File: config.mk
export PLATFORM = sky130hd
export DESIGN_NAME = mid_core
export DESIGN_NICKNAME = d
export VERILOG_FILES = /design/src/rtl/mid_pkg.sv /design/src/rtl/mid_ex_if.sv /design/src/rtl/mid_alu.sv /design/src/rtl/mid_core.sv
export SDC_FILE = /design/constraint.sdc
export NUM_CORES = 1
export LEC_CHECK = 0
export ABC_AREA = 1
export BUFFER_PORTS_ARGS = -buffer_cell sky130_fd_sc_hd__buf_2
export CORE_MARGIN = 10
export CORE_UTILIZATION = 35
export CTS_CLUSTER_SIZE = 14
export DETAILED_ROUTE_END_ITERATION = 8
export HOLD_SLACK_MARGIN = 0.15
export PLACE_DENSITY = 0.6
export SYNTH_ARGS = -nofsm -noshare
export SYNTH_HDL_FRONTEND = slang
export SYNTH_HIERARCHICAL = 1
export SYNTH_SLANG_ARGS = --single-unit
File: constraint.sdc
create_clock -name clk_sys -period 4.5 [get_ports clk_sys]
set_input_delay 0.45 -clock clk_sys [delete_from_list [all_inputs] [get_ports clk_sys]]
set_output_delay 0.45 -clock clk_sys [all_outputs]
set_load 0.01 [all_outputs]
File: src/rtl/mid_pkg.sv
// Purpose: shared constants, types and decoder for the instruction decode core
// Assumes: one oscillator period per clk_sys edge
// Notes: the decoder is a function so core and datapath agree on one table
package mid_pkg;
  localparam int DW = 8;
  localparam int PCW = 13;
  localparam int OSC_PER_CYC = 4;
  localparam int D_BIT = 7;
  localparam logic [6:0] ADDR_TIMER_ZERO_COUNT = 7'h01;
  localparam logic [6:0] ADDR_PCL = 7'h02;
  localparam logic [7:0] ACC_RST = 8'h00;
  localparam logic [12:0] PC_RST = 13'h0000;
  localparam logic [13:0] W_IDLE = 14'h0000;
  localparam logic TO_RST = 1'b1;
  localparam logic PD_RST = 1'b1;

  typedef enum logic [5:0] {
    OP_ADD_F, OP_AND_F, OP_CLR_F, OP_CLR_A, OP_INV_F, OP_DEC_F, OP_DECSZ,
    OP_INC_F, OP_INCSZ, OP_OR_F, OP_MOV_F, OP_ST_A, OP_IDLE, OP_RLC, OP_RRC,
    OP_SUB_F, OP_SWAP, OP_XOR_F, OP_BCLR, OP_BSET, OP_TSTC, OP_TSTS, OP_ADD_L,
    OP_AND_L, OP_CALL, OP_KICK, OP_JUMP, OP_OR_L, OP_LD_L, OP_RETI, OP_RETL,
    OP_RET, OP_STBY, OP_SUB_L, OP_XOR_L, OP_BAD
  } mid_op_t;

  typedef enum logic [4:0] {
    PH_Q1 = 5'b00001,
    PH_Q2 = 5'b00010,
    PH_Q3 = 5'b00100,
    PH_Q4 = 5'b01000,
    PH_HALT = 5'b10000
  } mid_ph_t;

  // Fixed words come first so they win over the wider patterns below
  function automatic mid_op_t mid_decode(input logic [13:0] w);
    casez (w)
      14'b00_0000_0000_1000: return OP_RET;
      14'b00_0000_0000_1001: return OP_RETI;
      14'b00_0000_0110_0100: return OP_KICK;
      14'b00_0000_0110_0011: return OP_STBY;
      14'b00_0000_1???_????: return OP_ST_A;
      14'b00_0000_????_????: return OP_IDLE;
      14'b00_0001_0???_????: return OP_CLR_A;
      14'b00_0001_1???_????: return OP_CLR_F;
      14'b00_0010_????_????: return OP_SUB_F;
      14'b00_0011_????_????: return OP_DEC_F;
      14'b00_0100_????_????: return OP_OR_F;
      14'b00_0101_????_????: return OP_AND_F;
      14'b00_0110_????_????: return OP_XOR_F;
      14'b00_0111_????_????: return OP_ADD_F;
      14'b00_1000_????_????: return OP_MOV_F;
      14'b00_1001_????_????: return OP_INV_F;
      14'b00_1010_????_????: return OP_INC_F;
      14'b00_1011_????_????: return OP_DECSZ;
      14'b00_1100_????_????: return OP_RRC;
      14'b00_1101_????_????: return OP_RLC;
      14'b00_1110_????_????: return OP_SWAP;
      14'b00_1111_????_????: return OP_INCSZ;
      14'b01_00??_????_????: return OP_BCLR;
      14'b01_01??_????_????: return OP_BSET;
      14'b01_10??_????_????: return OP_TSTC;
      14'b01_11??_????_????: return OP_TSTS;
      14'b10_0???_????_????: return OP_CALL;
      14'b10_1???_????_????: return OP_JUMP;
      14'b11_00??_????_????: return OP_LD_L;
      14'b11_01??_????_????: return OP_RETL;
      14'b11_1000_????_????: return OP_OR_L;
      14'b11_1001_????_????: return OP_AND_L;
      14'b11_1010_????_????: return OP_XOR_L;
      14'b11_110?_????_????: return OP_SUB_L;
      14'b11_111?_????_????: return OP_ADD_L;
      default: return OP_BAD;
    endcase
  endfunction
endpackage

File: src/rtl/mid_ex_if.sv
// Purpose: carries operands and results between sequencer and datapath
// Assumes: datapath is purely combinational
// Notes: none
`timescale 1ns/1ps
interface mid_ex_if;
  import mid_pkg::*;
  logic [13:0] ir;
  logic [7:0] opnd;
  logic [7:0] acc;
  logic carry;
  mid_op_t op;
  logic [7:0] res;
  logic wr_f;
  logic wr_a;
  logic upd_z;
  logic upd_c;
  logic upd_dc;
  logic c_out;
  logic dc_out;
  logic skip;
  modport core (output ir, opnd, acc, carry,
                input op, res, wr_f, wr_a, upd_z, upd_c, upd_dc, c_out, dc_out, skip);
  modport alu (input ir, opnd, acc, carry,
               output op, res, wr_f, wr_a, upd_z, upd_c, upd_dc, c_out, dc_out, skip);
endinterface

File: src/rtl/mid_alu.sv
// Purpose: decodes the instruction word and computes result, routing and flags
// Assumes: operands held stable by the sequencer from Q3 until the result is stored in Q4
// Notes: flag values are produced here; the sequencer decides when to store them
`timescale 1ns/1ps
module mid_alu
  import mid_pkg::*;
(
  mid_ex_if.alu ex // Operands in, results out
);
  logic [7:0] k;
  logic [7:0] b;
  logic [7:0] bsel;
  logic [8:0] add9;
  logic [8:0] sub9;
  logic [4:0] add5;
  logic [4:0] sub5;
  logic d;

  always_comb
  begin
    ex.op = mid_decode(ex.ir); // see RL23, see RL24
    k = ex.ir[7:0];
    d = ex.ir[D_BIT];
    b = (ex.ir[13:12] == 2'b11) ? k : ex.opnd;
    bsel = 8'h01 << ex.ir[9:7];
    add9 = {1'b0, ex.acc} + {1'b0, b};
    add5 = {1'b0, ex.acc[3:0]} + {1'b0, b[3:0]};
    // Subtraction as b + ~acc + 1 so carry means no borrow
    sub9 = {1'b0, b} + {1'b0, ~ex.acc} + 9'h001;
    sub5 = {1'b0, b[3:0]} + {1'b0, ~ex.acc[3:0]} + 5'h01;
    ex.res = ex.opnd;
    ex.wr_f = d; // see RL20
    ex.wr_a = ~d;
    ex.upd_z = 1'b0;
    ex.upd_c = 1'b0;
    ex.upd_dc = 1'b0;
    ex.c_out = ex.carry;
    ex.dc_out = 1'b0;
    ex.skip = 1'b0;
    unique case (ex.op)
      OP_ADD_F, OP_ADD_L:
      begin
        ex.res = add9[7:0];
        ex.c_out = add9[8];
        ex.dc_out = add5[4];
        {ex.upd_z, ex.upd_c, ex.upd_dc} = 3'b111;
      end
      OP_SUB_F, OP_SUB_L:
      begin
        ex.res = sub9[7:0]; // see RL11
        ex.c_out = sub9[8];
        ex.dc_out = sub5[4];
        {ex.upd_z, ex.upd_c, ex.upd_dc} = 3'b111;
      end
      OP_AND_F, OP_AND_L:
      begin
        ex.res = ex.acc & b;
        ex.upd_z = 1'b1;
      end
      OP_OR_F, OP_OR_L:
      begin
        ex.res = ex.acc | b; // see RL4, see RL5
        ex.upd_z = 1'b1;
      end
      OP_XOR_F, OP_XOR_L:
      begin
        ex.res = ex.acc ^ b; // see RL4, see RL5
        ex.upd_z = 1'b1;
      end
      OP_CLR_F, OP_CLR_A:
      begin
        ex.res = 8'h00;
        ex.wr_f = (ex.op == OP_CLR_F);
        ex.wr_a = (ex.op == OP_CLR_A);
        ex.upd_z = 1'b1;
      end
      OP_INV_F:
      begin
        ex.res = ~ex.opnd;
        ex.upd_z = 1'b1;
      end
      OP_MOV_F:
        ex.upd_z = 1'b1;
      OP_DEC_F, OP_DECSZ:
      begin
        ex.res = ex.opnd - 8'h01; // see RL7
        ex.upd_z = (ex.op == OP_DEC_F);
        ex.skip = (ex.op == OP_DECSZ) && (ex.res == 8'h00);
      end
      OP_INC_F, OP_INCSZ:
      begin
        ex.res = ex.opnd + 8'h01; // see RL8
        ex.upd_z = (ex.op == OP_INC_F);
        ex.skip = (ex.op == OP_INCSZ) && (ex.res == 8'h00);
      end
      OP_RLC:
      begin
        ex.res = {ex.opnd[6:0], ex.carry}; // see RL6
        ex.c_out = ex.opnd[7];
        ex.upd_c = 1'b1;
      end
      OP_RRC:
      begin
        ex.res = {ex.carry, ex.opnd[7:1]}; // see RL6
        ex.c_out = ex.opnd[0];
        ex.upd_c = 1'b1;
      end
      OP_SWAP:
        ex.res = {ex.opnd[3:0], ex.opnd[7:4]};
      OP_ST_A:
      begin
        ex.res = ex.acc;
        ex.wr_f = 1'b1;
        ex.wr_a = 1'b0;
      end
      OP_BCLR, OP_BSET:
      begin
        // Whole byte written back, only the selected bit differs
        ex.res = (ex.op == OP_BSET) ? (ex.opnd | bsel) : (ex.opnd & ~bsel); // see RL3, see RL10
        ex.wr_f = 1'b1;
        ex.wr_a = 1'b0;
      end
      OP_TSTC, OP_TSTS:
      begin
        ex.wr_f = 1'b0;
        ex.wr_a = 1'b0;
        ex.skip = ((ex.opnd & bsel) != 8'h00) == (ex.op == OP_TSTS); // see RL9, see RL10
      end
      OP_LD_L, OP_RETL:
      begin
        ex.res = k; // see RL12
        ex.wr_f = 1'b0;
        ex.wr_a = 1'b1;
      end
      OP_IDLE, OP_CALL, OP_KICK, OP_JUMP, OP_RETI, OP_RET, OP_STBY, OP_BAD:
      begin
        ex.wr_f = 1'b0;
        ex.wr_a = 1'b0;
      end
    endcase
    if (ex.ir[13:12] == 2'b11 && ex.op != OP_RETL && ex.op != OP_LD_L && ex.op != OP_BAD)
    begin
      ex.wr_f = 1'b0;
      ex.wr_a = 1'b1;
    end
  end
endmodule

File: src/rtl/mid_core.sv
// Purpose: instruction sequencer and execute control for a 14-bit word core
// Assumes: register file answers file_rdata combinationally from file_addr
// Notes: stack storage and peripherals sit outside; only their strobes are here
// Overview of operation
// RL1 - Reading the counter low byte gives the current low byte of the counter.
// RL2 - Writes to the low byte load it and copy the high latch into high byte.
// RL3 - Bit clear and set read the whole byte and write it all back.
// RL4 - OR and XOR with a register route by destination, touch only zero flag.
// RL5 - OR and XOR with literal write the accumulator, touch only zero flag.
// RL6 - Rotates go through the carry by one place and change only carry.
// RL7 - Decrement sets zero flag; decrement-skip changes no flag, skips on zero.
// RL8 - Increment sets zero flag; increment-skip changes no flag, skips on zero.
// RL9 - Test bit skips the next word when the chosen bit is zero.
// RL10 - Test bit set skips on one; bit clear and set change no flags.
// RL11 - Both subtracts take the accumulator from the operand, updating three flags.
// RL12 - Return with literal loads the accumulator and returns in two cycles.
// RL13 - Fixed word 0x0008 returns from subroutine over two cycles.
// RL14 - Fixed word 0x0009 returns from interrupt over two cycles, flags untouched.
// RL15 - Fixed word 0x0064 restarts the watchdog and sets both power flags.
// RL16 - Fixed word 0x0063 sets the power flags then halts execution; the code sets time-out but clears power-down.
// RL17 - Port read-modify-write takes its operand from the pin levels.
// RL18 - Writing the timer clears the prescaler when assigned to that timer.
// RL19 - A counter change or true skip costs a second cycle run as idle.
// RL20 - Destination bit zero writes the accumulator, one writes the register.
// RL21 - One instruction cycle spans four oscillator periods.
// RL22 - Prefix 10 decodes as call or jump with an 11-bit target, two cycles.
// RL23 - Other opcodes decode by their fields and update only their own flags.
// RL24 - Don't-care opcode bits are ignored by the decoder.
`timescale 1ns/1ps
module mid_core
  import mid_pkg::*;
#(
  parameter int PORT_W = 8
)
(
  input wire logic clk_sys, // 100 MHz oscillator
  input wire logic rst, // Synchronous reset, high
  output logic [PCW-1:0] prog_addr, // Program memory address
  input wire logic [13:0] prog_word, // Program memory word
  output logic [6:0] file_addr, // Register file address
  input wire logic [DW-1:0] file_rdata, // Register file read data
  input wire logic file_is_port, // Addressed register is an I/O port
  input wire logic [PORT_W-1:0] pin_levels, // Raw port pin levels
  output logic [DW-1:0] file_wdata, // Register file write data
  output logic file_we, // Register file write strobe
  input wire logic [4:0] pc_high_latch, // Holding latch for counter high bits
  output logic stack_push, // Push return address
  output logic stack_pop, // Pop top of stack
  output logic [PCW-1:0] stack_ret_addr, // Address to push
  input wire logic [PCW-1:0] stack_top, // Top of stack
  output logic [DW-1:0] acc, // Accumulator
  output logic arith_overflow_bit, // Carry / no borrow
  output logic nibble_carry, // Carry out of bit 3
  output logic result_null_flag, // Result was zero
  output logic timeout_flag, // Watchdog time-out flag
  output logic sleep_flag, // Power-down flag
  input wire logic prescaler_assigned, // Prescaler serves the timer
  output logic prescaler_clr, // Clear prescaler strobe
  output logic wdt_restart, // Restart watchdog strobe
  output logic irq_enable_set, // Re-enable interrupts strobe
  output logic halted, // Core is in standby
  input wire logic wake // Leave standby
);
  mid_ph_t ph, next_ph;
  logic [13:0] ir, next_ir;
  logic [DW-1:0] opnd, next_opnd;
  logic [PCW-1:0] pc, next_pc;
  logic flush, next_flush;
  logic hold, next_hold;
  logic [6:0] next_file_addr;
  logic [DW-1:0] next_file_wdata;
  logic next_file_we;
  logic next_stack_push;
  logic next_stack_pop;
  logic [DW-1:0] next_acc;
  logic next_c;
  logic next_dc;
  logic next_z;
  logic next_to;
  logic next_pd;
  logic next_prescaler_clr;
  logic next_wdt_restart;
  logic next_irq_enable_set;
  logic next_halted;
  logic [PCW-1:0] next_ret_addr;
  logic [PORT_W-1:0] pin_s1;
  logic [PORT_W-1:0] pin_s2;
  logic [PORT_W-1:0] pin_s3;
  logic [PORT_W-1:0] pin_val, next_pin_val;
  logic [DW-1:0] pin_byte;

  mid_ex_if ex ();

  mid_alu u_alu (
    .ex (ex.alu)
  );

  assign ex.ir = ir;
  assign ex.opnd = opnd;
  assign ex.acc = acc;
  assign ex.carry = arith_overflow_bit;
  assign prog_addr = pc;
  assign pin_byte = DW'(pin_val);

  // Pin value moves only once the last two sync stages agree
  always_comb
  begin
    next_pin_val = (pin_s2 & ~(pin_s2 ^ pin_s3)) | (pin_val & (pin_s2 ^ pin_s3));
  end

  always_comb
  begin
    next_ph = ph;
    next_ir = ir;
    next_opnd = opnd;
    next_pc = pc;
    next_flush = flush;
    next_hold = hold;
    next_file_addr = file_addr;
    next_file_wdata = file_wdata;
    next_file_we = 1'b0;
    next_stack_push = 1'b0;
    next_stack_pop = 1'b0;
    next_acc = acc;
    next_c = arith_overflow_bit;
    next_dc = nibble_carry;
    next_z = result_null_flag;
    next_to = timeout_flag;
    next_pd = sleep_flag;
    next_prescaler_clr = 1'b0;
    next_wdt_restart = 1'b0;
    next_irq_enable_set = 1'b0;
    next_halted = halted;
    next_ret_addr = stack_ret_addr;
    unique case (ph)
      PH_Q1:
      begin
        // Four phases make one instruction cycle
        next_ph = PH_Q2; // see RL21
        // A flushed cycle runs the fetched word as an idle op
        next_ir = flush ? W_IDLE : prog_word; // see RL19
        next_file_addr = prog_word[6:0];
        // After a branch the word at the target must not be passed over
        if (!hold)
        begin
          next_pc = pc + 13'h0001;
        end
        next_flush = 1'b0;
        next_hold = 1'b0;
      end
      PH_Q2:
      begin
        next_ph = PH_Q3;
        if (file_addr == ADDR_PCL)
        begin
          next_opnd = pc[7:0]; // see RL1, see RL2
        end
        else if (file_is_port)
        begin
          // Read-modify-write on a port sees the pins, not the latch
          next_opnd = pin_byte; // see RL17
        end
        else
        begin
          next_opnd = file_rdata; // see RL3
        end
      end
      PH_Q3:
        next_ph = PH_Q4;
      PH_Q4:
      begin
        next_ph = PH_Q1;
        if (ex.wr_a)
        begin
          next_acc = ex.res; // see RL20
        end
        if (ex.wr_f)
        begin
          next_file_wdata = ex.res; // see RL20
          next_file_we = 1'b1;
          if (file_addr == ADDR_PCL)
          begin
            next_pc = {pc_high_latch, ex.res}; // see RL1, see RL2
            next_flush = 1'b1; // see RL19
            next_hold = 1'b1;
          end
          if (file_addr == ADDR_TIMER_ZERO_COUNT && prescaler_assigned)
          begin
            next_prescaler_clr = 1'b1; // see RL18
          end
        end
        if (ex.upd_z)
        begin
          next_z = (ex.res == 8'h00); // see RL4, see RL5, see RL7, see RL8
        end
        if (ex.upd_c)
        begin
          next_c = ex.c_out; // see RL6, see RL11
        end
        if (ex.upd_dc)
        begin
          next_dc = ex.dc_out; // see RL11
        end
        if (ex.skip)
        begin
          next_flush = 1'b1; // see RL7, see RL8, see RL9, see RL10, see RL19
        end
        unique case (ex.op)
          OP_CALL, OP_JUMP:
          begin
            next_stack_push = (ex.op == OP_CALL); // see RL22
            next_ret_addr = pc;
            next_pc = {pc_high_latch[4:3], ir[10:0]}; // see RL22
            next_flush = 1'b1;
            next_hold = 1'b1;
          end
          OP_RET, OP_RETL, OP_RETI:
          begin
            next_stack_pop = 1'b1; // see RL12, see RL13, see RL14
            next_pc = stack_top;
            next_flush = 1'b1; // see RL19
            next_hold = 1'b1;
            next_irq_enable_set = (ex.op == OP_RETI); // see RL14
          end
          OP_KICK:
          begin
            next_wdt_restart = 1'b1; // see RL15
            next_to = 1'b1;
            next_pd = 1'b1;
          end
          OP_STBY:
          begin
            // Standby also restarts the watchdog so it can time the sleep
            next_wdt_restart = 1'b1; // see RL16
            next_to = 1'b1;
            next_pd = 1'b0;
            next_ph = PH_HALT;
            next_halted = 1'b1;
          end
          default:
          begin
            next_pc = next_pc;
          end
        endcase
      end
      PH_HALT:
      begin
        if (wake)
        begin
          next_ph = PH_Q1;
          next_halted = 1'b0;
        end
      end
      default:
      begin
        next_ph = PH_Q1;
        next_halted = 1'b0;
      end
    endcase
  end

  always_ff @(posedge clk_sys)
  begin
    pin_s1 <= pin_levels;
    pin_s2 <= pin_s1;
    pin_s3 <= pin_s2;
    if (rst)
    begin
      ph <= PH_Q1;
      ir <= W_IDLE;
      opnd <= 8'h00;
      pc <= PC_RST;
      flush <= 1'b0;
      hold <= 1'b0;
      file_addr <= 7'h00;
      file_wdata <= 8'h00;
      file_we <= 1'b0;
      stack_push <= 1'b0;
      stack_pop <= 1'b0;
      acc <= ACC_RST;
      arith_overflow_bit <= 1'b0;
      nibble_carry <= 1'b0;
      result_null_flag <= 1'b0;
      timeout_flag <= TO_RST;
      sleep_flag <= PD_RST;
      prescaler_clr <= 1'b0;
      wdt_restart <= 1'b0;
      irq_enable_set <= 1'b0;
      halted <= 1'b0;
      stack_ret_addr <= PC_RST;
      pin_val <= '0;
    end
    else
    begin
      ph <= next_ph;
      ir <= next_ir;
      opnd <= next_opnd;
      pc <= next_pc;
      flush <= next_flush;
      hold <= next_hold;
      file_addr <= next_file_addr;
      file_wdata <= next_file_wdata;
      file_we <= next_file_we;
      stack_push <= next_stack_push;
      stack_pop <= next_stack_pop;
      acc <= next_acc;
      arith_overflow_bit <= next_c;
      nibble_carry <= next_dc;
      result_null_flag <= next_z;
      timeout_flag <= next_to;
      sleep_flag <= next_pd;
      prescaler_clr <= next_prescaler_clr;
      wdt_restart <= next_wdt_restart;
      irq_enable_set <= next_irq_enable_set;
      halted <= next_halted;
      stack_ret_addr <= next_ret_addr;
      pin_val <= next_pin_val;
    end
  end
endmodule

==> metrics.yaml, run 1 <==
status: "finished clean"
dp_cells: 1618
fmax_mhz: 250
fin_crit_ns: 3.99
n_antenna_cell: 0
dr.pass1.iters: 6
slew_violations: 0
cts_tree: "done"
hp-start: "prog_word[7]"
ys.flop_type: "dfxtp_1"
drive_gt1_share_pct: 15.7
worstMarginPinSlew_ns: 1.22
vias_per_cell: 5.33
dr_total_vias: 8833
start_util_pct: 35.6
layout_common_cells: "305 x nand2_1, 148 x inv_1, 129 x nor2_1"
cp_slowest_cell: "dfxtp_1"
syn_inst: 1251
slew_headroom_pct: 17.8
synth_area_um2: 8050
grt_first_pass_wirelength_um: 47200
hp-class: "primary input to register"
grt_pass1_vias: 8251
ios: 114
yosysSeqAreaShare_pct: 30.1
grt_max_degree: 47
path_clk_slew_ns: 0.06
critPathMaxFanout: 19
ctsLongestPathBuffers: 2
yosysWarnings: 6
cts_resized: 0
track_usage_pct: 20.5
cp-startpoint: "ex.ir[13]"
root_buffer: "clkbuf_16"
die_area_um2: 29500
rows: 55
gp_congestion: 1.01
syn2layout_area_growth_pct: 18.3
portBuffers: 112
nets: 1444
fin_area_um2: 9520
required_ns: 4.85
htreeDepth: 4
hold_violations: 0
async_flop_share_pct: 0
p_leak_nw: 4.55
antenna_left: 0
fin_crit_sh_pct: 88.8
arrival_ns: 4.34
critical_path_class: "register to register"
grt_setup_unrepaired: "no"
hpwlAfterDp_um: 23400
placed_cell_area_um2: 8850
rr_startpoint: "ex.ir[13]"
ys_ff_latch: 121
setup_viol: 0
path_common_cell: "nand2_1"
slowest_delay_ns: 0.51
cts_buffers: 17
coreArea_um2: 22600
crit_path_start_kind: "register"
clock_skew_ns: 0.0104
die_x_um: 172
final_common_cell: "nand2_1"
routedWlPerCell_um: 18.3
insertion_delay_ns: 0.41
numClockSinks: 121
overflow: 0
setup.worst_path.end_class: "register"
die_y_um: 172
antenna_found_initial: 0
synth_cell_types: 48
drt-total-wl_um: 30300
powerDensity_nw_per_um2: 426
avgSynthCellArea_um2: 6.44
synth-edff-count: 0
stdcell_count: 1657
drt_iter0_markers: 879
drc: 0
syn_nets: 1335
peakVddDrop_uv: 284
crit_chain: "nand2_4 > o21ai_0 > inv_1 > fa_1 > inv_1 > nand3_1 > nand2_1 > nand2_1 > nand2_1 > a21oi_1 > or2_2 > nand3_1 > nand4_1 > nor2_1 > o21ai_0 > nor4_1 > nand4_1 > a21oi_1"
fin_setup_tns_ns: 0
drv_cap: 0
## path summary, 6_finish.rpt
check                                   endpoint  slack, ns  depth (start not counted)
worst min register to register         pin_s2[5]       0.32                          0
worst min-delay path                    ex.ir[7]       0.26                          3
worst max register to register  result_null_flag       0.51                         18
worst max-delay path            result_null_flag       0.51                         18
## area by class of cell
type / instances / area [um2]
fill: 2412 / 13100
multi-input combinational: 921 / 4790
sequential: 121 / 2420
timing repair buffer: 133 / 738
inverter: 166 / 626
clock buffer: 21 / 450
tap: 285 / 357
clock inverter: 10 / 144
## stage by stage
stage | worst slack (ns) | hold slack, ns | utilization, % | power [W]
floorplan | 1.34 | 0.310 | - | 0.00224
global placement | 0.671 | 0.310 | 39.1 | 0.00265
detailed placement | 0.626 | 0.314 | 39.1 | 0.00264
CTS | 0.609 | 0.244 | 42.1 | 0.00406
global route | 0.176 | 0.260 | 42.1 | 0.00430
finish | 0.506 | 0.258 | 42.1 | 0.00406
## layer usage
layer  vias to the layer above  share of wire, %  track usage [%]
li1                       4353                 -                -
met1                      4063                45             27.1
met2                       362                45             32.2
met3                        55               7.0             4.01
met4                         0               3.2             7.64
met5                         -                 0                0
## flip-flops by register name, summed over array words and instances, names as in the netlist, 5 cells and up, named ones only
name and cells:
ex.ir 14, prog_addr 13, stack_ret_addr 13, acc 8
ex.opnd 8, file_wdata 8, pin_s1 8, pin_s2 8
pin_s3 8, file_addr 7, ph 5
## power breakdown
group,switching (W),internal (W)
clock,0.000512,0.000885
sequential,0.000114,0.00115
combinational,0.000980,0.000417
total,0.00161,0.00245
## Yosys cell counts (2+ instances only)
cell type	n	area, um2
a2111oi_0	3	26.3
a21oi_1	85	425
a221oi_1	4	35.0
a22oi_1	3	22.5
a31oi_1	2	12.5
and3_1	2	12.5
buf_1	5	18.8
buf_2	9	45.0
buf_4	4	30.0
buf_6	4	45.0
clkbuf_1	21	78.8
clkinv_1	5	18.8
dfxtp_1	121	2420
fa_1	2	40.0
ha_1	29	363
inv_1	148	556
inv_2	12	45.0
nand2_1	305	1140
nand2_2	8	50.1
nand2_4	3	33.8
nand3_1	121	606
nand3_2	7	70.1
nand3b_1	2	15.0
nand4_1	20	125
nand4_2	3	37.5
nor2_1	129	484
nor2_2	15	93.8
nor2_4	3	33.8
nor3_1	13	65.1
nor3_2	2	20.0
nor4_1	8	50.1
o2111ai_1	14	123
o211ai_1	21	158
o21ai_0	63	315
o21ai_1	2	10.0
o22ai_1	16	100
o2bb2ai_1	2	17.5
o31ai_1	3	22.5
or2_2	5	31.3
xnor2_1	2	17.5
xor2_1	18	158
## timing repair
item                      4_1_cts  5_1_grt
hold buffers                    8        0
buffers inserted                0        0
hold endpoints to repair        8        0
## worst max-delay path: cells and delay by family (launching register included)
family,cells,cell delay (ns)
and+or+nand+nor,11,1.67
AOI/OAI and AO/OA,4,1.02
DFF,1,0.51
adders and majority gates,1,0.45
buffers and inverters,2,0.27
## kinds of logic (layout without fill, tap and decap cells)
| logic type | Yosys count | count (layout) | synth area share (%) |
|---|---|---|---|
| AND/OR/NAND/NOR | 649 | 649 | 36.3 |
| AO/OA/AOI/OAI | 220 | 220 | 16.0 |
| buffers and inverters | 209 | 330 | 10.5 |
| flip-flops | 121 | 121 | 30.1 |
| adder cells (fa/ha/maj) | 31 | 31 | 5.00 |
| XOR/XNOR | 20 | 20 | 2.18 |
| other | 1 | 1 | 0.0466 |
Power figures use the tool's default switching activity.
==> run 2, diff against run 1 <==
--- a/config.mk
+++ b/config.mk
@@ -5,14 +5,14 @@
 export SDC_FILE = /design/constraint.sdc
 export NUM_CORES = 1
 export LEC_CHECK = 0
-export ABC_AREA = 1
 export BUFFER_PORTS_ARGS = -buffer_cell sky130_fd_sc_hd__buf_2
 export CORE_MARGIN = 10
 export CORE_UTILIZATION = 35
 export CTS_CLUSTER_SIZE = 14
 export DETAILED_ROUTE_END_ITERATION = 8
 export HOLD_SLACK_MARGIN = 0.15
-export PLACE_DENSITY = 0.6
+export PLACE_DENSITY = 0.58
+export SKIP_CTS_REPAIR_TIMING = 1
 export SYNTH_ARGS = -nofsm -noshare
 export SYNTH_HDL_FRONTEND = slang
 export SYNTH_HIERARCHICAL = 1
==> run 2 against run 1 <==
Effect of this change: final area is 0.85% lower; count of clock-buffer cells in the layout is 3 higher; final cell count decreased by 14%; register-to-register slack about the same; first-iteration DRC count up 8.6%; fmax is 0.15% higher; sequential share of layout area grew 0.23 points; combinational power decreased by 31%; worst hold slack improved by 0.026 ns; critical endpoint is now prog_addr[6]; highest routed layer unchanged.
==> metrics.yaml, run 2 <==
cts_buffers: 17  # unchanged
synth_area_leader_cell: "dfxtp_1"  # unchanged
portBuffers: 112  # unchanged
powerDensity_nw_per_um2: 379  # was 426 nW/um2
die_x_um: 170  # was 172 um
dr.pass1.iters: 6  # unchanged
gp_congestion: 0.995  # was 1.01
cts_tree: "done"  # unchanged
vias_per_cell: 5.84  # was 5.33
numClockSinks: 121  # unchanged
drt-total-wl_um: 29200  # was 30,300 um
ctsLongestPathBuffers: 2  # unchanged
insertion_delay_ns: 0.43  # was 0.41 ns
rr_worst_depth: 17  # was 18
hp-start: "prog_word[3]"  # was prog_word[7]
arrival_ns: 4.28  # was 4.34 ns
start_util_pct: 35.8  # was 35.6%
synth_common_cells: "164 x nand2_1, 121 x dfxtp_1, 118 x a21oi_1, 57 x nor2_1, 50 x o21ai_0"  # was 305 x nand2_1, 148 x inv_1, 129 x nor2_1, 121 x dfxtp_1, 121 x nand3_1
overflow: 0  # unchanged
hold_violations: 0  # unchanged
slew_headroom_pct: 27.8  # was 17.8%
placed_cell_area_um2: 8750  # was 8850 um2
root_buffer: "clkbuf_16"  # unchanged
routedWlPerCell_um: 20.4  # was 18.3 um
antenna_left: 0  # unchanged
drive_gt1_share_pct: 17.9  # was 15.7%
drv_cap: 0  # unchanged
setup.worst_path.end_class: "register"  # unchanged
htreeDepth: 4  # unchanged
critical_path_class: "register to register"  # unchanged
dr_total_vias: 8357  # was 8,833
yosysWarnings: 6  # unchanged
rows: 54  # was 55
setup_viol: 0  # unchanged
fin_util_pct: 42.9  # was 42.1%
yosysMostFrequentCell: "nand2_1"  # unchanged
rrSetupSlack_ns: 0.51  # about the same
coreArea_um2: 22000  # was 22,600 um2
hpwlAfterDp_um: 21800  # was 23,400 um
syn_inst: 1037  # was 1,251
drc: 0  # unchanged
regMostFlops: "ex.ir"  # unchanged
syn_nets: 1121  # was 1,335
layout_common_cells: "164 x nand2_1, 120 x dfxtp_1, 118 x a21oi_1"  # was 305 x nand2_1, 148 x inv_1, 129 x nor2_1
fin_crit_ns: 3.99  # about the same
worstMarginPinSlew_ns: 1.08  # was 1.22 ns
required_ns: 4.79  # was 4.85 ns
grt_first_pass_wirelength_um: 44700  # was 47,200 um
fin_crit_sh_pct: 88.6  # was 88.8%
fin_setup_tns_ns: 0  # unchanged
largest_reg_flops: 14  # unchanged
slew_violations: 0  # unchanged
nets: 1222  # was 1,444
drt_iter0_markers: 955  # was 879
die_area_um2: 29000  # was 29,500 um2
whs_ns: 0.284  # was 0.258 ns
antenna_found_initial: 1  # was 0
grt_pass1_vias: 7664  # was 8,251
synth_cell_types: 84  # was 48
setup_slack_ns: 0.512  # was 0.506 ns
hp-class: "primary input to register"  # unchanged
final_common_cell: "nand2_1"  # unchanged
r2r-end: "prog_addr[6]"  # was result_null_flag
crit_path_start_kind: "register"  # unchanged
synth_area_um2: 7890  # was 8050 um2
synth.area.top_cells: "dfxtp_1 31%, nand2_1 7.8%, a21oi_1 7.5%"  # was dfxtp_1 30%, nand2_1 14%, nand3_1 7.5%
dp_slack_ns: 0.609  # was 0.626 ns
rr_startpoint: "ex.ir[13]"  # unchanged
track_usage_pct: 19.5  # was 20.5%
clock_skew_ns: 0.0208  # was 0.0104 ns
p_leak_nw: 3.80  # was 4.55 nW
die_y_um: 170  # was 172 um
ys.flop_type: "dfxtp_1"  # unchanged
path_clk_slew_ns: 0.06  # about the same
ys_ff_latch: 121  # unchanged
status: "finished clean"  # unchanged
ios: 114  # unchanged
yosysSeqAreaShare_pct: 30.7  # was 30.1%
grt_setup_unrepaired: "no"  # unchanged
async_flop_share_pct: 0  # unchanged
peakVddDrop_uv: 249  # was 284 uV
whs_endpoint: "file_addr[3]"  # was ex.ir[7]
yosysTopAreaCellShare_pct: 30.7  # was 30.1%
synth-edff-count: 0  # unchanged
grt_max_degree: 42  # was 47
avgSynthCellArea_um2: 7.61  # was 6.44 um2
fin_area_um2: 9440  # was 9520 um2
syn2layout_area_growth_pct: 19.6  # was 18.3%
critPathMaxFanout: 10  # was 19
n_antenna_cell: 0  # unchanged
hold_depth: 3  # unchanged
fmax_mhz: 251  # was 250 MHz
## run 2: changes by cell type in the layout (fill, tap and decap cells not counted), sizes merged, moves of 12 or more
cell / previous run / this run
mux2i: 0 / 33
o21ai: 65 / 53
inv: 162 / 43
nand3: 129 / 33
nor2: 148 / 59
buf: 125 / 148
a21oi: 86 / 119
nand3b: 2 / 18
nand2: 316 / 165
nor3: 15 / 30
a221oi: 4 / 16
xor2: 18 / 2
## run 2: worst max path at each step
stage	startpoint	end	slack, ns	cells after the start
2_1_floorplan	ex.ir[12]	prog_addr[6]	0.77	19
4_1_cts	ex.ir[13]	prog_addr[6]	0.59	17
6_report	ex.ir[13]	prog_addr[6]	0.51	17
3_3_place_gp	ex.ir[10]	prog_addr[7]	0.69	11
5_1_grt	ex.ir[12]	prog_addr[6]	0.24	17
3_5_place_dp	ex.ir[13]	prog_addr[6]	0.61	17
## run 2: worst max-delay path, cell delays in order, from the launching register on
cell	delay, ns
dfxtp_1	0.34
nand2_2	0.17
mux2i_1	0.22
inv_1	0.09
ha_1	0.19
inv_1	0.07
fa_1	0.41
o21bai_1	0.16
a21oi_1	0.11
o31ai_1	0.36
nor2_1	0.07
a2111oi_0	0.38
a21oi_1	0.18
a2111oi_4	0.33
o21ai_1	0.20
a221o_1	0.35
a21oi_1	0.13
o31ai_1	0.08
## run 2: cells by family after synthesis
group	Yosys count	share of synthesized area [%]
DFF	121	30.7
other	1	0.0475
xor gates and xnor gates	11	1.32
buffers and inverters	117	6.17
and+or+nand+nor	409	26.1
adders and majority gates	31	5.10
muxes	41	5.33
AOI/OAI and AO/OA	306	25.3
## run 2: layer usage
| layer | global-route usage, % | vias to the layer above | wire length (um) |
|---|---|---|---|
| li1 | - | 3974 | - |
| met5 | 0 | - | 0 |
| met2 | 31.2 | 389 | 13600 |
| met1 | 25.0 | 3933 | 12500 |
| met4 | 7.44 | 0 | 854 |
| met3 | 4.35 | 61 | 2270 |
## run 2: final cells by class
cell class | count | area (um2)
fill | 2268 | 12600
timing repair buffer | 156 | 911
tap | 280 | 350
sequential | 121 | 2420
clock inverter | 7 | 115
multi-input combinational | 799 | 4990
clock buffer | 24 | 492
inverter | 43 | 161
## run 2: power by group
group	switching (W)	internal, W	total, W
clock network	0.000483	0.000924	0.00141
registers	0.0000791	0.00113	0.00120
logic	0.000624	0.000340	0.000964
## run 2: metrics by stage
step	power, W	instances
2_1_floorplan	0.00187	1037
5_1_grt	0.00374	1430
3_3_place_gp	0.00216	1391
6_report	0.00358	1430
3_5_place_dp	0.00216	1391
4_1_cts	0.00358	1422
==> run 3, diff against run 2 <==
==> constraint.sdc (replaced) <==
create_clock -name clk_sys -period 4.9 [get_ports clk_sys]
set_input_delay 0.49 -clock clk_sys [delete_from_list [all_inputs] [get_ports clk_sys]]
set_output_delay 0.49 -clock clk_sys [all_outputs]
set_load 0.01 [all_outputs]
==> run 3 against run 2 <==
Effect of this change: final cell count shrank 1.0%; power is 12% lower; clock skew fell by 0.0071 ns; routed wire length shrank 1.2%; count of clock-buffer cells in the layout decreased by 6; critical path type unchanged; critical endpoint unchanged.
==> metrics.yaml, run 3 (synthesis gave the netlist of run 2 again) <==
n_antenna_cell: 0  # unchanged
drv_cap: 0  # unchanged
p_leak_nw: 3.71  # was 3.80 nW
fin_crit_ns: 4.06  # was 3.99 ns
antenna_found_initial: 1  # unchanged
cp_top_family: "compound AO/OA/AOI/OAI gates"  # unchanged
critical_path_class: "register to register"  # unchanged
syn2layout_area_growth_pct: 17.3  # was 19.6%
htreeDepth: 4  # unchanged
slew_violations: 0  # unchanged
die_area_um2: 29000  # unchanged
portBuffers: 112  # unchanged
arrival_ns: 4.35  # was 4.28 ns
drive_gt1_share_pct: 17.8  # was 17.9%
fin_area_um2: 9260  # was 9440 um2
rows: 54  # unchanged
fin_util_pct: 42.0  # was 42.9%
drt_iter0_markers: 847  # was 955
setup_viol: 0  # unchanged
coreArea_um2: 22000  # unchanged
antenna_left: 0  # unchanged
hpwlAfterDp_um: 21400  # was 21,800 um
slew_headroom_pct: 32.0  # was 27.8%
path_clk_slew_ns: 0.06  # about the same
vias_per_cell: 5.90  # was 5.84
die_y_um: 170  # unchanged
overflow: 0  # unchanged
fin_crit_sh_pct: 82.9  # was 88.6%
cp_slowest_cell: "dfxtp_1"  # was fa_1
ios: 114  # unchanged
drc: 0  # unchanged
peakVddDrop_uv: 285  # was 249 uV
track_usage_pct: 19.2  # was 19.5%
largest_reg_flops: 14  # unchanged
fin_setup_tns_ns: 0  # unchanged
numClockSinks: 121  # unchanged
required_ns: 5.19  # was 4.79 ns
slowest_delay_ns: 0.51  # was 0.41 ns
clock_skew_ns: 0.0137  # was 0.0208 ns
grt_max_degree: 54  # was 42
cp_num_buf_inv: 2  # unchanged
dr.pass1.iters: 7  # was 6
fmax_mhz: 246  # was 251 MHz
insertion_delay_ns: 0.42  # was 0.43 ns
final_common_cell: "nand2_1"  # unchanged
drt-total-wl_um: 28900  # was 29,200 um
grt_first_pass_wirelength_um: 44400  # was 44,700 um
crit_chain: "mux2i_1 > inv_1 > ha_1 > inv_1 > fa_1 > o21bai_1 > a21oi_1 > o31ai_1 > nor2_1 > a2111oi_0 > a21oi_1 > a2111oi_4 > o21ai_1 > a221o_1 > a21oi_1 > o31ai_1"  # was nand2_2 > mux2i_1 > inv_1 > ha_1 > inv_1 > fa_1 > o21bai_1 > a21oi_1 > o31ai_1 > nor2_1 > a2111oi_0 > a21oi_1 > a2111oi_4 > o21ai_1 > a221o_1 > a21oi_1 > o31ai_1
cts_buffers: 17  # unchanged
worstMarginPinSlew_ns: 1.02  # was 1.08 ns
dr_total_vias: 8350  # was 8,357
hp-class: "primary input to register"  # unchanged
status: "finished clean"  # unchanged
powerDensity_nw_per_um2: 340  # was 379 nW/um2
regMostFlops: "ex.ir"  # unchanged
path_common_cell: "a21oi_1"  # unchanged
grt_setup_unrepaired: "no"  # unchanged
ctsLongestPathBuffers: 2  # unchanged
cts_tree: "done"  # unchanged
hold_violations: 0  # unchanged
grt_pass1_vias: 7810  # was 7,664
root_buffer: "clkbuf_16"  # unchanged
start_util_pct: 35.8  # unchanged
crit_path_start_kind: "register"  # unchanged
critPathMaxFanout: 7  # was 10
routedWlPerCell_um: 20.4  # about the same
layout_common_cells: "164 x nand2_1, 120 x dfxtp_1, 118 x a21oi_1"  # unchanged
placed_cell_area_um2: 8690  # was 8750 um2
die_x_um: 170  # unchanged
setup.worst_path.end_class: "register"  # unchanged
nets: 1206  # was 1,222
gp_congestion: 1.00  # was 0.995
run 3: worst paths after layout:
kind | from | endpoint | slack, ns | depth (start not counted)
setup / recovery | ex.ir[0] | prog_addr[6] | 0.84 | 16
hold / removal | pin_levels[5] | pin_s1[5] | 0.17 | 1
setup reg to reg | ex.ir[0] | prog_addr[6] | 0.84 | 16
hold reg to reg | pin_s1[4] | pin_s2[4] | 0.32 | 0
run 3: cell type report:
type	instances	area, um2
clock buffer	18	439
clock inverter	14	124
fill	2286	12800
inverter	43	161
multi-input combinational	799	4990
sequential	121	2420
tap	280	350
timing repair buffer	140	771
run 3: routing by layer:
metal	global-route usage (%)	wire (um)	up-vias
met2	30.8	13400	377
met3	4.33	2270	51
li1	-	-	3956
met1	24.6	12400	3966
met4	7.32	778	0
met5	0	0	-
run 3: worst reg2reg max path, stage by stage, from the launching register on:
cell and delay [ns]:
dfxtp_1 0.51, mux2i_1 0.22, inv_1 0.10, ha_1 0.19
inv_1 0.08, fa_1 0.42, o21bai_1 0.15, a21oi_1 0.11
o31ai_1 0.36, nor2_1 0.07, a2111oi_0 0.38, a21oi_1 0.19
a2111oi_4 0.35, o21ai_1 0.20, a221o_1 0.35, a21oi_1 0.16
o31ai_1 0.09
run 3: metrics by stage:
step / power (W) / hold slack, ns / setup slack [ns] / cells
floorplan: 0.00171 / 0.310 / 1.17 / 1037
global placement: 0.00196 / 0.311 / 1.03 / 1383
detailed placement: 0.00196 / 0.312 / 0.964 / 1383
CTS: 0.00315 / 0.154 / 0.928 / 1415
global route: 0.00330 / 0.157 / 0.432 / 1415
finish: 0.00315 / 0.168 / 0.840 / 1415
run 3: report_power, final:
| part | internal, W | total [W] | leakage, nW | switching [W] |
|---|---|---|---|---|
| Sequential | 0.00103 | 0.00110 | 0.991 | 0.0000709 |
| Clock | 0.000710 | 0.00119 | 0.268 | 0.000476 |
| Combinational | 0.000297 | 0.000860 | 2.45 | 0.000563 |
